<file path="src/inoj_defines.svh">
// Constants for the increment/OR/jump execution block
`ifndef INOJ_DEFINES_SVH
`define INOJ_DEFINES_SVH

`define INOJ_ACC_RST 8'h00
`define INOJ_PC_RST 13'h0000
`define INOJ_FWR_RST 16'h0000
`define INOJ_DEST_ACC 1'b0
`define INOJ_DEST_FILE 1'b1
`define INOJ_INC_STEP 8'h01
`define INOJ_ZERO8 8'h00
`define INOJ_PCH_HI 4
`define INOJ_PCH_LO 3
`define INOJ_LONG_CYCLES 2

`endif

</file>
<file path="src/inoj_pkg.sv">
// Types and helper functions for the increment/OR/jump execution block
package inoj_pkg;

  typedef enum logic [4:0] {
    op_increment_file_reg = 5'h01,
    op_increment_skip_on_zero = 5'h02,
    op_or_literal_into_accumulator = 5'h04,
    op_or_accumulator_with_file_reg = 5'h08,
    op_unconditional_jump = 5'h10
  } inoj_op_t;

  typedef enum logic [1:0] {
    st_run = 2'h1,
    st_nop = 2'h2
  } inoj_state_t;

  typedef struct packed {
    inoj_op_t op;
    logic [6:0] faddr;
    logic dest;
    logic [7:0] lit;
    logic [10:0] target;
  } inoj_instr_t;

  typedef struct packed {
    logic en;
    logic [6:0] addr;
    logic [7:0] data;
  } inoj_fwr_t;

  // Eight-bit increment, carry dropped on purpose
  function automatic logic [7:0] inoj_inc8(input logic [7:0] v);
    inoj_inc8 = v + 8'h01;
  endfunction

  function automatic logic inoj_zero8(input logic [7:0] v);
    inoj_zero8 = (v == 8'h00);
  endfunction

endpackage

</file>
<file path="src/inoj_exec.sv">
// Execution unit for increment, increment-skip, OR and jump instructions
`include "inoj_defines.svh"

module inoj_exec
  import inoj_pkg::*;
(
  input wire logic mclk,
  input wire logic rst,
  input wire logic instr_valid,
  input wire inoj_pkg::inoj_instr_t instr,
  input wire logic [7:0] file_rdata,
  input wire logic [7:0] program_counter_high_latch,
  output logic instr_ready,
  output logic [7:0] acc,
  output logic zero_flag,
  output inoj_pkg::inoj_fwr_t file_wr,
  output logic [12:0] pc,
  output logic pc_load,
  output logic nop_cycle
);

  inoj_state_t state;
  inoj_state_t next_state;
  logic [7:0] alu_result;
  logic alu_zero;

  inoj_alu u_alu (
    .op(instr.op),
    .acc(acc),
    .fdata(file_rdata),
    .lit(instr.lit),
    .result(alu_result),
    .zero(alu_zero)
  );

  // Instruction decode; only acted on when taken
  wire logic take = instr_valid && instr_ready;
  wire logic is_inc = (instr.op == op_increment_file_reg);
  wire logic is_incsz = (instr.op == op_increment_skip_on_zero);
  wire logic is_orl = (instr.op == op_or_literal_into_accumulator);
  wire logic is_orf = (instr.op == op_or_accumulator_with_file_reg);
  wire logic is_jump = (instr.op == op_unconditional_jump);
  wire logic file_op = is_inc || is_incsz || is_orf;

  // Destination routing; OR-literal always lands in the accumulator
  wire logic wr_acc = take && (is_orl || (file_op && instr.dest == `INOJ_DEST_ACC));
  wire logic wr_file = take && file_op && (instr.dest == `INOJ_DEST_FILE);
  // Skip-increment and jump leave the flag alone
  wire logic wr_zero = take && (is_inc || is_orl || is_orf);
  wire logic do_skip = take && is_incsz && alu_zero;
  wire logic do_jump = take && is_jump;
  wire logic [12:0] jump_pc = {program_counter_high_latch[`INOJ_PCH_HI:`INOJ_PCH_LO], instr.target};

  // Second cycle of jump or skip is a forced no-op
  always_comb begin
    case (state)
      st_run: next_state = (do_skip || do_jump) ? st_nop : st_run;
      st_nop: next_state = st_run;
      default: next_state = st_run;
    endcase
  end

  // Next values of the architectural outputs
  wire logic [7:0] next_acc = wr_acc ? alu_result : acc;
  wire logic next_zero_flag = wr_zero ? alu_zero : zero_flag;
  wire inoj_fwr_t next_file_wr = '{en: wr_file, addr: instr.faddr, data: alu_result};
  wire logic [12:0] next_pc = do_jump ? jump_pc : pc;

  // State and handshake; ready drops for exactly the no-op cycle
  always_ff @(posedge mclk or posedge rst) begin
    if (rst) begin
      state <= st_run;
      instr_ready <= 1'b1;
      nop_cycle <= 1'b0;
    end else begin
      state <= next_state;
      instr_ready <= (next_state == st_run);
      nop_cycle <= (next_state == st_nop);
    end
  end

  // Data outputs; file write and pc load are one-cycle pulses
  always_ff @(posedge mclk or posedge rst) begin
    if (rst) begin
      acc <= `INOJ_ACC_RST;
      zero_flag <= 1'b0;
      file_wr <= `INOJ_FWR_RST;
      pc <= `INOJ_PC_RST;
      pc_load <= 1'b0;
    end else begin
      acc <= next_acc;
      zero_flag <= next_zero_flag;
      file_wr <= next_file_wr;
      pc <= next_pc;
      pc_load <= do_jump;
    end
  end

  // Checks: a small counter tracks cycles since the last taken two-cycle op
  logic [1:0] long_cnt;
  always_ff @(posedge mclk or posedge rst) begin
    if (rst) begin
      long_cnt <= 2'h0;
    end else begin
      long_cnt <= (do_skip || do_jump) ? 2'h1 : (long_cnt == 2'h0 ? 2'h0 : long_cnt + 2'h1);
    end
  end

  // Skip-increment to the accumulator: no file write, flag left alone
  property p_incsz_route;
    @(posedge mclk) disable iff (rst)
      (take && is_incsz && instr.dest == `INOJ_DEST_ACC) |=>
        acc == 8'($past(file_rdata) + `INOJ_INC_STEP) && !file_wr.en && $stable(zero_flag);
  endproperty
  a_incsz_route: assert property (p_incsz_route) else $error("skip-increment to accumulator wrong");

  property p_incsz_dest;
    @(posedge mclk) disable iff (rst)
      (take && is_incsz && instr.dest == `INOJ_DEST_FILE) |=>
        file_wr.en && file_wr.data == 8'($past(file_rdata) + `INOJ_INC_STEP) && $stable(zero_flag);
  endproperty
  a_incsz_dest: assert property (p_incsz_dest) else $error("skip-increment file write or flag wrong");

  property p_skip_nop;
    @(posedge mclk) disable iff (rst)
      do_skip |=> nop_cycle && !instr_ready ##1 !nop_cycle && instr_ready;
  endproperty
  a_skip_nop: assert property (p_skip_nop) else $error("zero skip did not insert one no-op cycle");

  property p_noskip;
    @(posedge mclk) disable iff (rst)
      (take && is_incsz && !alu_zero) |=> instr_ready && !nop_cycle;
  endproperty
  a_noskip: assert property (p_noskip) else $error("nonzero skip-increment stalled");

  property p_jump_low;
    @(posedge mclk) disable iff (rst)
      do_jump |=> pc_load && pc[10:0] == $past(instr.target);
  endproperty
  a_jump_low: assert property (p_jump_low) else $error("jump target not in low pc bits");

  property p_jump_high;
    @(posedge mclk) disable iff (rst)
      do_jump |=> pc[12:11] == $past(program_counter_high_latch[4:3]);
  endproperty
  a_jump_high: assert property (p_jump_high) else $error("pc high bits not from latch");

  property p_jump_two;
    @(posedge mclk) disable iff (rst)
      do_jump |=> $stable(zero_flag) && $stable(acc) && !instr_ready ##1 instr_ready && long_cnt == 2'h2;
  endproperty
  a_jump_two: assert property (p_jump_two) else $error("jump not two cycles or touched flags");

  property p_orl;
    @(posedge mclk) disable iff (rst)
      (take && is_orl) |=> acc == ($past(acc) | $past(instr.lit)) && zero_flag == (acc == `INOJ_ZERO8);
  endproperty
  a_orl: assert property (p_orl) else $error("or-literal result or zero flag wrong");

  property p_inc_acc;
    @(posedge mclk) disable iff (rst)
      (take && is_inc && instr.dest == `INOJ_DEST_ACC) |=>
        acc == 8'($past(file_rdata) + `INOJ_INC_STEP) && !file_wr.en;
  endproperty
  a_inc_acc: assert property (p_inc_acc) else $error("increment to accumulator wrong");

  property p_orf_file;
    @(posedge mclk) disable iff (rst)
      (take && is_orf && instr.dest == `INOJ_DEST_FILE) |=>
        file_wr.en && file_wr.data == ($past(acc) | $past(file_rdata)) && $stable(acc);
  endproperty
  a_orf_file: assert property (p_orf_file) else $error("or-with-file write wrong");

  property p_zero;
    @(posedge mclk) disable iff (rst)
      wr_zero |=> zero_flag == ($past(alu_result) == `INOJ_ZERO8);
  endproperty
  a_zero: assert property (p_zero) else $error("zero flag does not match result");

  property p_wrap;
    @(posedge mclk) disable iff (rst)
      (take && is_inc && file_rdata == 8'hFF && instr.dest == `INOJ_DEST_FILE) |=>
        file_wr.data == `INOJ_ZERO8 && zero_flag;
  endproperty
  a_wrap: assert property (p_wrap) else $error("increment of 0xFF did not wrap to zero");

  // Offers during the no-op cycle are dropped, so nothing may move
  property p_refused;
    @(posedge mclk) disable iff (rst)
      (instr_valid && !instr_ready) |=> $stable(acc) && $stable(zero_flag) && !file_wr.en && !pc_load;
  endproperty
  a_refused: assert property (p_refused) else $error("instruction acted on during no-op cycle");

  // Ready only drops for the substituted no-op cycle
  property p_ready_low_nop;
    @(posedge mclk) disable iff (rst)
      !instr_ready |-> nop_cycle;
  endproperty
  a_ready_low_nop: assert property (p_ready_low_nop) else $error("ready low outside no-op cycle");

  property p_orf_acc;
    @(posedge mclk) disable iff (rst)
      (take && is_orf && instr.dest == `INOJ_DEST_ACC) |=>
        acc == ($past(acc) | $past(file_rdata)) && !file_wr.en;
  endproperty
  a_orf_acc: assert property (p_orf_acc) else $error("or-with-file to accumulator wrong");

  // Write-back must carry the addressed register, not a stale one
  property p_inc_file;
    @(posedge mclk) disable iff (rst)
      (take && is_inc && instr.dest == `INOJ_DEST_FILE) |=>
        file_wr.en && file_wr.addr == $past(instr.faddr) && $stable(acc) &&
        file_wr.data == 8'($past(file_rdata) + `INOJ_INC_STEP);
  endproperty
  a_inc_file: assert property (p_inc_file) else $error("increment write-back wrong");

  // Only a jump may move the program counter
  property p_pc_hold;
    @(posedge mclk) disable iff (rst)
      !do_jump |=> $stable(pc) && !pc_load;
  endproperty
  a_pc_hold: assert property (p_pc_hold) else $error("program counter moved without a jump");

  c_skip: cover property (@(posedge mclk) disable iff (rst) do_skip);
  c_jump: cover property (@(posedge mclk) disable iff (rst) do_jump ##2 take);
  c_orf_acc: cover property (@(posedge mclk) disable iff (rst) take && is_orf && instr.dest == `INOJ_DEST_ACC);
  c_wrap: cover property (@(posedge mclk) disable iff (rst) take && is_inc && file_rdata == 8'hFF);

endmodule

</file>
<file path="src/inoj_alu.sv">
// Combinational result path for increment and OR operations
module inoj_alu
  import inoj_pkg::*;
(
  input wire inoj_pkg::inoj_op_t op,
  input wire logic [7:0] acc,
  input wire logic [7:0] fdata,
  input wire logic [7:0] lit,
  output logic [7:0] result,
  output logic zero
);

  // Both increments share one adder; wraps at 256
  wire logic [7:0] inc_val = inoj_inc8(fdata);
  wire logic is_inc = (op == op_increment_file_reg) || (op == op_increment_skip_on_zero);
  wire logic is_orl = (op == op_or_literal_into_accumulator);
  wire logic is_orf = (op == op_or_accumulator_with_file_reg);

  // Result select; jump has no data result
  assign result = is_inc ? inc_val :
                  is_orl ? (acc | lit) :
                  is_orf ? (acc | fdata) :
                  8'h00;
  assign zero = inoj_zero8(result);

endmodule

</file>
<file path="config.mk">
export PLATFORM = sky130hd
export DESIGN_NAME = inoj_exec
export DESIGN_NICKNAME = d
export VERILOG_FILES = /design/src/inoj_pkg.sv /design/src/inoj_exec.sv /design/src/inoj_alu.sv
export VERILOG_INCLUDE_DIRS = /design/src
export SDC_FILE = /design/constraint.sdc
export NUM_CORES = 1
export LEC_CHECK = 0
export BUFFER_PORTS_ARGS = -buffer_cell sky130_fd_sc_hd__buf_4
export CAP_MARGIN = 20
export CORE_UTILIZATION = 49
export DETAILED_ROUTE_END_ITERATION = 8
export MAX_ROUTING_LAYER = met4
export PLACE_DENSITY = 0.85
export SETUP_SLACK_MARGIN = 0.1
export SYNTH_ARGS = -nofsm -noshare
export SYNTH_HDL_FRONTEND = slang
export SYNTH_SLANG_ARGS = --single-unit
</file>
<file path="constraint.sdc">
create_clock -name mclk -period 4.45 [get_ports mclk]
set_input_delay 0.89 -clock mclk [delete_from_list [all_inputs] [get_ports mclk]]
set_output_delay 0.89 -clock mclk [all_outputs]
set_load 0.02 [all_outputs]
</file>
==> results.json, run 1 <==
{
  "status": "finished clean",
  "numCtsBuffers": 5,
  "placed_area_um2": 2535,
  "coreArea_um2": 3661,
  "avgSynthCellArea_um2": 12.49,
  "top_usage_layer": "met2",
  "startpoint_type": "primary input",
  "path_max_fanout": 7,
  "fmax_mhz": 386.8,
  "cts_hold_buf": 0,
  "finish.utilization_pct": 72.83,
  "ys_ff_latch": 41,
  "synth_edf_count": 0,
  "die_w_um": 63.62,
  "viasPerCell": 5.388,
  "route.vias.total": 1541,
  "finalCritPeriodShare_pct": 58.10,
  "hold_ws_ps": 486.2,
  "synth_cell_type_count": 41,
  "p_leak_nw": 1.292,
  "clock_sinks": 41,
  "ant_nets": 0,
  "clk_pin_slew_ps": 80,
  "min_period_ps": 2586,
  "ioPinCount": 92,
  "grt_use_total_pct": 23.11,
  "yosysTopAreaCell": "dfrtp_1",
  "num_rows": 22,
  "grtUsageMet3_pct": 4.891,
  "slew_viol_final": 0,
  "power_frac_clock_pct": 31.9,
  "die_area_um2": 4048,
  "synth_fp_nets": 201,
  "relSlewSlack_pct": 64.52,
  "synth_top_area_share_pct": 53.80,
  "synthTopCellsByArea": "dfrtp_1 (54%), mux2_2 (13%), xor2_1 (2.8%)",
  "antenna_cells": 0,
  "cts_tree": "done",
  "die_h_um": 63.62,
  "drt_first_iter_violations": 79,
  "cts_resized": 0,
  "ys_async_sr_fraction_pct": 100.0,
  "dp.cells": 277,
  "gr-usage-met2_pct": 37.23,
  "pre_cts_ws_ps": 1500,
  "clockBufferDepth": 2,
  "clk_latency_ps": 290,
  "finalHoldViolCount": 0,
  "n_fill_cell": 291,
  "swShare_pct": 27.24,
  "portBuffers": 85,
  "rsz0062_at_grt": "false",
  "drt-total-wl_um": 4151,
  "post_cts_buffers": 0,
  "worst_slew_pin_slew_ps": 528.2,
  "h-tree-depth": 2,
  "powerDensity_nw_per_um2": 365.4,
  "synth_area_um2": 1861,
  "fin_nets": 289,
  "gr-total-overflow": 0,
  "internal_power_mw": 0.7090,
  "worst_slack_ps": 1864,
  "grt_util_met1_pct": 28.25,
  "areaGrowthSynthToFinish_pct": 43.31,
  "route.detailed.drc": 0,
  "synth_warnings": 0,
  "firstDrtPassIters": 4,
  "seqPwrFrac_pct": 44.3,
  "drive_gt1_share_pct": 51.68,
  "gp_congestion": 0.8866,
  "seq_area_frac_synth_pct": 55.21,
  "syn-instance-count": 149,
  "start_util_pct": 50.82,
  "worstPathArrival_ps": 2800,
  "synthFlopType": "dfrtp_1",
  "setup_viol": 0,
  "finalPower_mw": 0.9743,
  "clock_skew_ps": 7.385,
  "grt_pass1_vias": 1461,
  "dp_hpwl_um": 3115,
  "fin_area_um2": 2666,
  "worstSetupPathType": "primary input to flop",
  "crit_required_ps": 4660,
  "post_layout_nonfiller_instances": 286,
  "grt_start_max_net_pins": 38,
  "wire_per_inst_um": 14.51,
  "power.switching_mw": 0.2654,
  "hold_path_class": "primary input to asynchronous set/reset pin",
  "ir_drop_uv": 176.5,
  "drv_cap": 0,
  "worst_setup_path_end_kind": "flop",
  "tns_ps": 0,
  "grt_first_pass_wirelength_um": 6803,
  "antenna_found_initial": 0,
  "cts_root_buf": "clkbuf_8",
  "comb_power_share_pct": 23.8
}
## power by group through the flow
stage               clock network (mW)  registers (mW)  logic (mW)
global placement                     0           0.437       0.228
detailed placement                   0           0.439       0.233
finish                           0.311           0.432       0.232
CTS                              0.315           0.432       0.234
floorplan                            0           0.485      0.0737
global route                     0.332           0.437       0.249
## path summary, 6_finish.rpt
path	from	to	slack (ps)	cells after the start
hold / removal	rst	file_wr[9]	490	2
setup reg to reg	acc[2]	zero_flag	2690	5
max in group asynchronous	rst	state[0]	3240	3
hold reg to reg	zero_flag	zero_flag	510	2
setup / recovery	file_rdata[0]	zero_flag	1860	8
min in group mclk	zero_flag	zero_flag	510	2
## layout by cell type, fill, tap and decap left out, types with 4 or more instances in the layout
master    synthesis  layout
o22ai_1           7       7
a211oi_1          6       6
o21ai_0           4       4
clkbuf_8          0       6
nand3_1           4       4
xor2_1            6       6
nand2_1           7       7
mux2_2           22      22
dfrtp_1          40      40
buf_4             1      86
nor2b_1           7       7
## critical path, stage by stage
cell and delay, ps:
buf_4 140, ha_1 320, or4b_1 470, a21oi_1 130
o32ai_1 90, a31o_1 200, or3_4 350, o31ai_2 210
## area by class of cell
type	count	area [um^2]	area share [%]
multi-input combinational	100	794.5	29.80
tap	48	60.06	2.252
inverter	2	7.507	0.2816
sequential	41	1027	38.53
clock buffer	6	82.58	3.097
timing repair buffer	87	656.9	24.64
clock inverter	2	37.54	1.408
## logic make-up (layout without fill, tap and decap cells)
kind of cell,after synthesis,in the layout,synth area share [%]
adders and majority gates,1,1,0.6724
DFF,41,41,55.21
buffers and inverters,8,97,2.354
xor gates and xnor gates,9,9,4.237
muxes,22,22,13.32
AOI/OAI and AO/OA,27,27,10.29
and+or+nand+nor,41,41,13.92
## flip-flops by register name, indices dropped and copies added (netlist names)
register	count
acc	8
file_wr	16
nop_cycle	1
pc	13
pc_load	1
state	1
zero_flag	1
## metal layers
layer | part of all wire (%) | wire, um | vias up
met3 | 6.3 | 260 | 6
met5 | 0 | 0 | -
met2 | 49 | 2036 | 71
met1 | 43 | 1779 | 738
met4 | 1.8 | 74 | 0
li1 | - | - | 726
## Yosys cell counts, types with 3 or more instances
master	number
dfrtp_1	40
mux2_2	22
nand2_1	7
nor2b_1	7
o22ai_1	7
a211oi_1	6
xor2_1	6
nand3_1	4
o21ai_0	4
nor3_1	3
xnor2_1	3
Note: power is estimated with default switching activity, not from simulation.
==> run 2, diff against run 1 <==
CORE_UTILIZATION = 41   (was 49)
PLACE_DENSITY = 0.76   (was 0.85)
clock period = 2.34 ns   (was 4.45 ns; I/O delays follow)
==> run 2 against run 1 <==
Utilization fell by 11 points. Worst hold slack lost 200 ps. Clock-buffer cell count is the same. Sequential share of layout area shrank 0.34 points. Final cell count up 4.2%. Power grew 75%. Critical path type unchanged. Largest cell class unchanged. Largest power group unchanged.
==> results.json, run 2 (synthesis results as in run 1) <==
{
  "worst_slack_ps": 204.7,
  "p_leak_nw": 1.319,
  "viasPerCell": 5.124,
  "cts_resized": 0,
  "min-delay-start": "instr[24]",
  "clk_latency_ps": 280,
  "reg.largest.list": "file_wr (16), pc (13), acc (8)",
  "wire_per_inst_um": 13.68,
  "grt_use_total_pct": 18.86,
  "status": "finished clean",
  "tns_ps": 0,
  "slew_viol_final": 0,
  "largest_register": "file_wr",
  "crit_required_ps": 2540,
  "grt_first_pass_wirelength_um": 6989,
  "gp_congestion": 0.8690,
  "die_w_um": 69.37,
  "route.vias.total": 1527,
  "min_period_ps": 2135,
  "route.detailed.drc": 0,
  "largest_register_ffs": 16,
  "r2r_slack_ps": 570,
  "pre_cts_ws_ps": -102.5,
  "antenna_found_initial": 0,
  "clock_sinks": 41,
  "antenna_cells": 0,
  "drt_first_iter_violations": 84,
  "powerDensity_nw_per_um2": 633.0,
  "grt_start_max_net_pins": 42,
  "drv_cap": 0,
  "worst_setup_path_end_kind": "flop",
  "portBuffers": 85,
  "hold_path_class": "primary input to flop",
  "numCtsBuffers": 5,
  "die_h_um": 69.37,
  "h-tree-depth": 2,
  "dp_hpwl_um": 3189,
  "cts_root_buf": "clkbuf_8",
  "r2r-start": "state[0]",
  "crit_path_max_incr_delay_ps": 470,
  "finalCritPeriodShare_pct": 91.25,
  "setup_viol": 0,
  "mostFrequentLayoutCell": "buf_4",
  "drt-total-wl_um": 4077,
  "fin_nets": 297,
  "coreArea_um2": 4354,
  "fmax_mhz": 468.3,
  "clockBufferDepth": 2,
  "reg2reg_to": "state[0]",
  "rsz0062_at_grt": "false",
  "worstSetupPathType": "primary input to flop",
  "cts_hold_buf": 0,
  "firstDrtPassIters": 4,
  "path_max_fanout": 3,
  "clock_skew_ps": 6.336,
  "ioPinCount": 92,
  "hold_ws_ps": 289.0,
  "ir_drop_uv": 314.0,
  "grt_pass1_vias": 1492,
  "cp_slowest_cell": "or4b_1",
  "post_cts_buffers": 0,
  "gr-total-overflow": 0,
  "startpoint_type": "primary input",
  "start_util_pct": 42.73,
  "finalHoldViolCount": 0,
  "ant_nets": 0,
  "reg2reg_depth": 4,
  "areaGrowthSynthToFinish_pct": 44.59,
  "drive_gt1_share_pct": 52.85,
  "endpoint": "zero_flag",
  "final_cell_mix": "buf_4 (95), dfrtp_1 (40), mux2_2 (22)",
  "clk_pin_slew_ps": 80,
  "die_area_um2": 4812,
  "crit_path_start": "file_rdata[0]",
  "worstPathArrival_ps": 2340,
  "path_cells": "buf_4, ha_1, or4b_1, a21oi_1, o32ai_1, a31o_1, or3_4, o31ai_2",
  "relSlewSlack_pct": 66.89,
  "num_rows": 24,
  "worst_slew_pin_slew_ps": 496.7,
  "cts_tree": "done"
}
run 2: cell types whose count changed in the layout (fill, tap and decap cells not counted), sizes merged:
| cell | change |
|---|---|
| buf | +8 |
| clkinv | +2 |
| bufinv | -1 |
| clkinvlp | -1 |
run 2: critical path, delay by kind of cell:
kind,cells,cell delay [ps]
and+or+nand+nor,2,810
buffers and inverters,1,110
AOI/OAI and AO/OA,4,630
adders and majority gates,1,300
run 2: where the power goes:
part / internal, mW / total, mW / switching [mW] / leakage [nW]
Clock: 0.207 / 0.436 / 0.229 / 0.0450
Sequential: 0.781 / 0.819 / 0.0373 / 0.533
Combinational: 0.228 / 0.449 / 0.221 / 0.741
Total: 1.22 / 1.70 / 0.487 / 1.32
run 2: cell type report:
| type | count | area, um^2 |
|---|---|---|
| clock inverters | 2 | 10.01 |
| clock buffers | 6 | 72.57 |
| well taps | 52 | 65.06 |
| fillers | 360 | 1664 |
| repair buffers | 95 | 713.2 |
| inverters | 2 | 7.507 |
| multi-input cells | 100 | 794.5 |
| flip-flops and latches | 41 | 1027 |
run 2: stage by stage:
| stage | cells | area, um^2 | utilization (%) | power, mW |
|---|---|---|---|---|
| finish | 298 | 2690 | 61.78 | 1.703 |
| global route | 298 | 2690 | 61.78 | 1.799 |
| CTS | 298 | 2690 | 61.78 | 1.730 |
| detailed placement | 290 | 2608 | 59.89 | 1.287 |
| global placement | 290 | 2608 | 59.89 | 1.277 |
| floorplan | 149 | 1861 | - | 1.063 |
run 2: per-layer routing:
metal  routed length [um]  GRT usage [%]  share of wire, %  vias up
li1                     -              -                 -      742
met1                 1782          24.81                44      712
met2                 1962          28.16                48       69
met3                  292          5.233               7.2        4
met4                   40          6.576              0.98        0
met5                    0              -                 0        -
run 2: worst min-delay path by stage:
stage,endpoint,slack [ps],cells past startpoint
5_1_grt,file_wr[8],270,1
3_3_place_gp,zero_flag,480,2
6_report,file_wr[12],290,1
4_1_cts,file_wr[12],280,1
3_5_place_dp,zero_flag,480,2
2_1_floorplan,file_wr[10],500,0
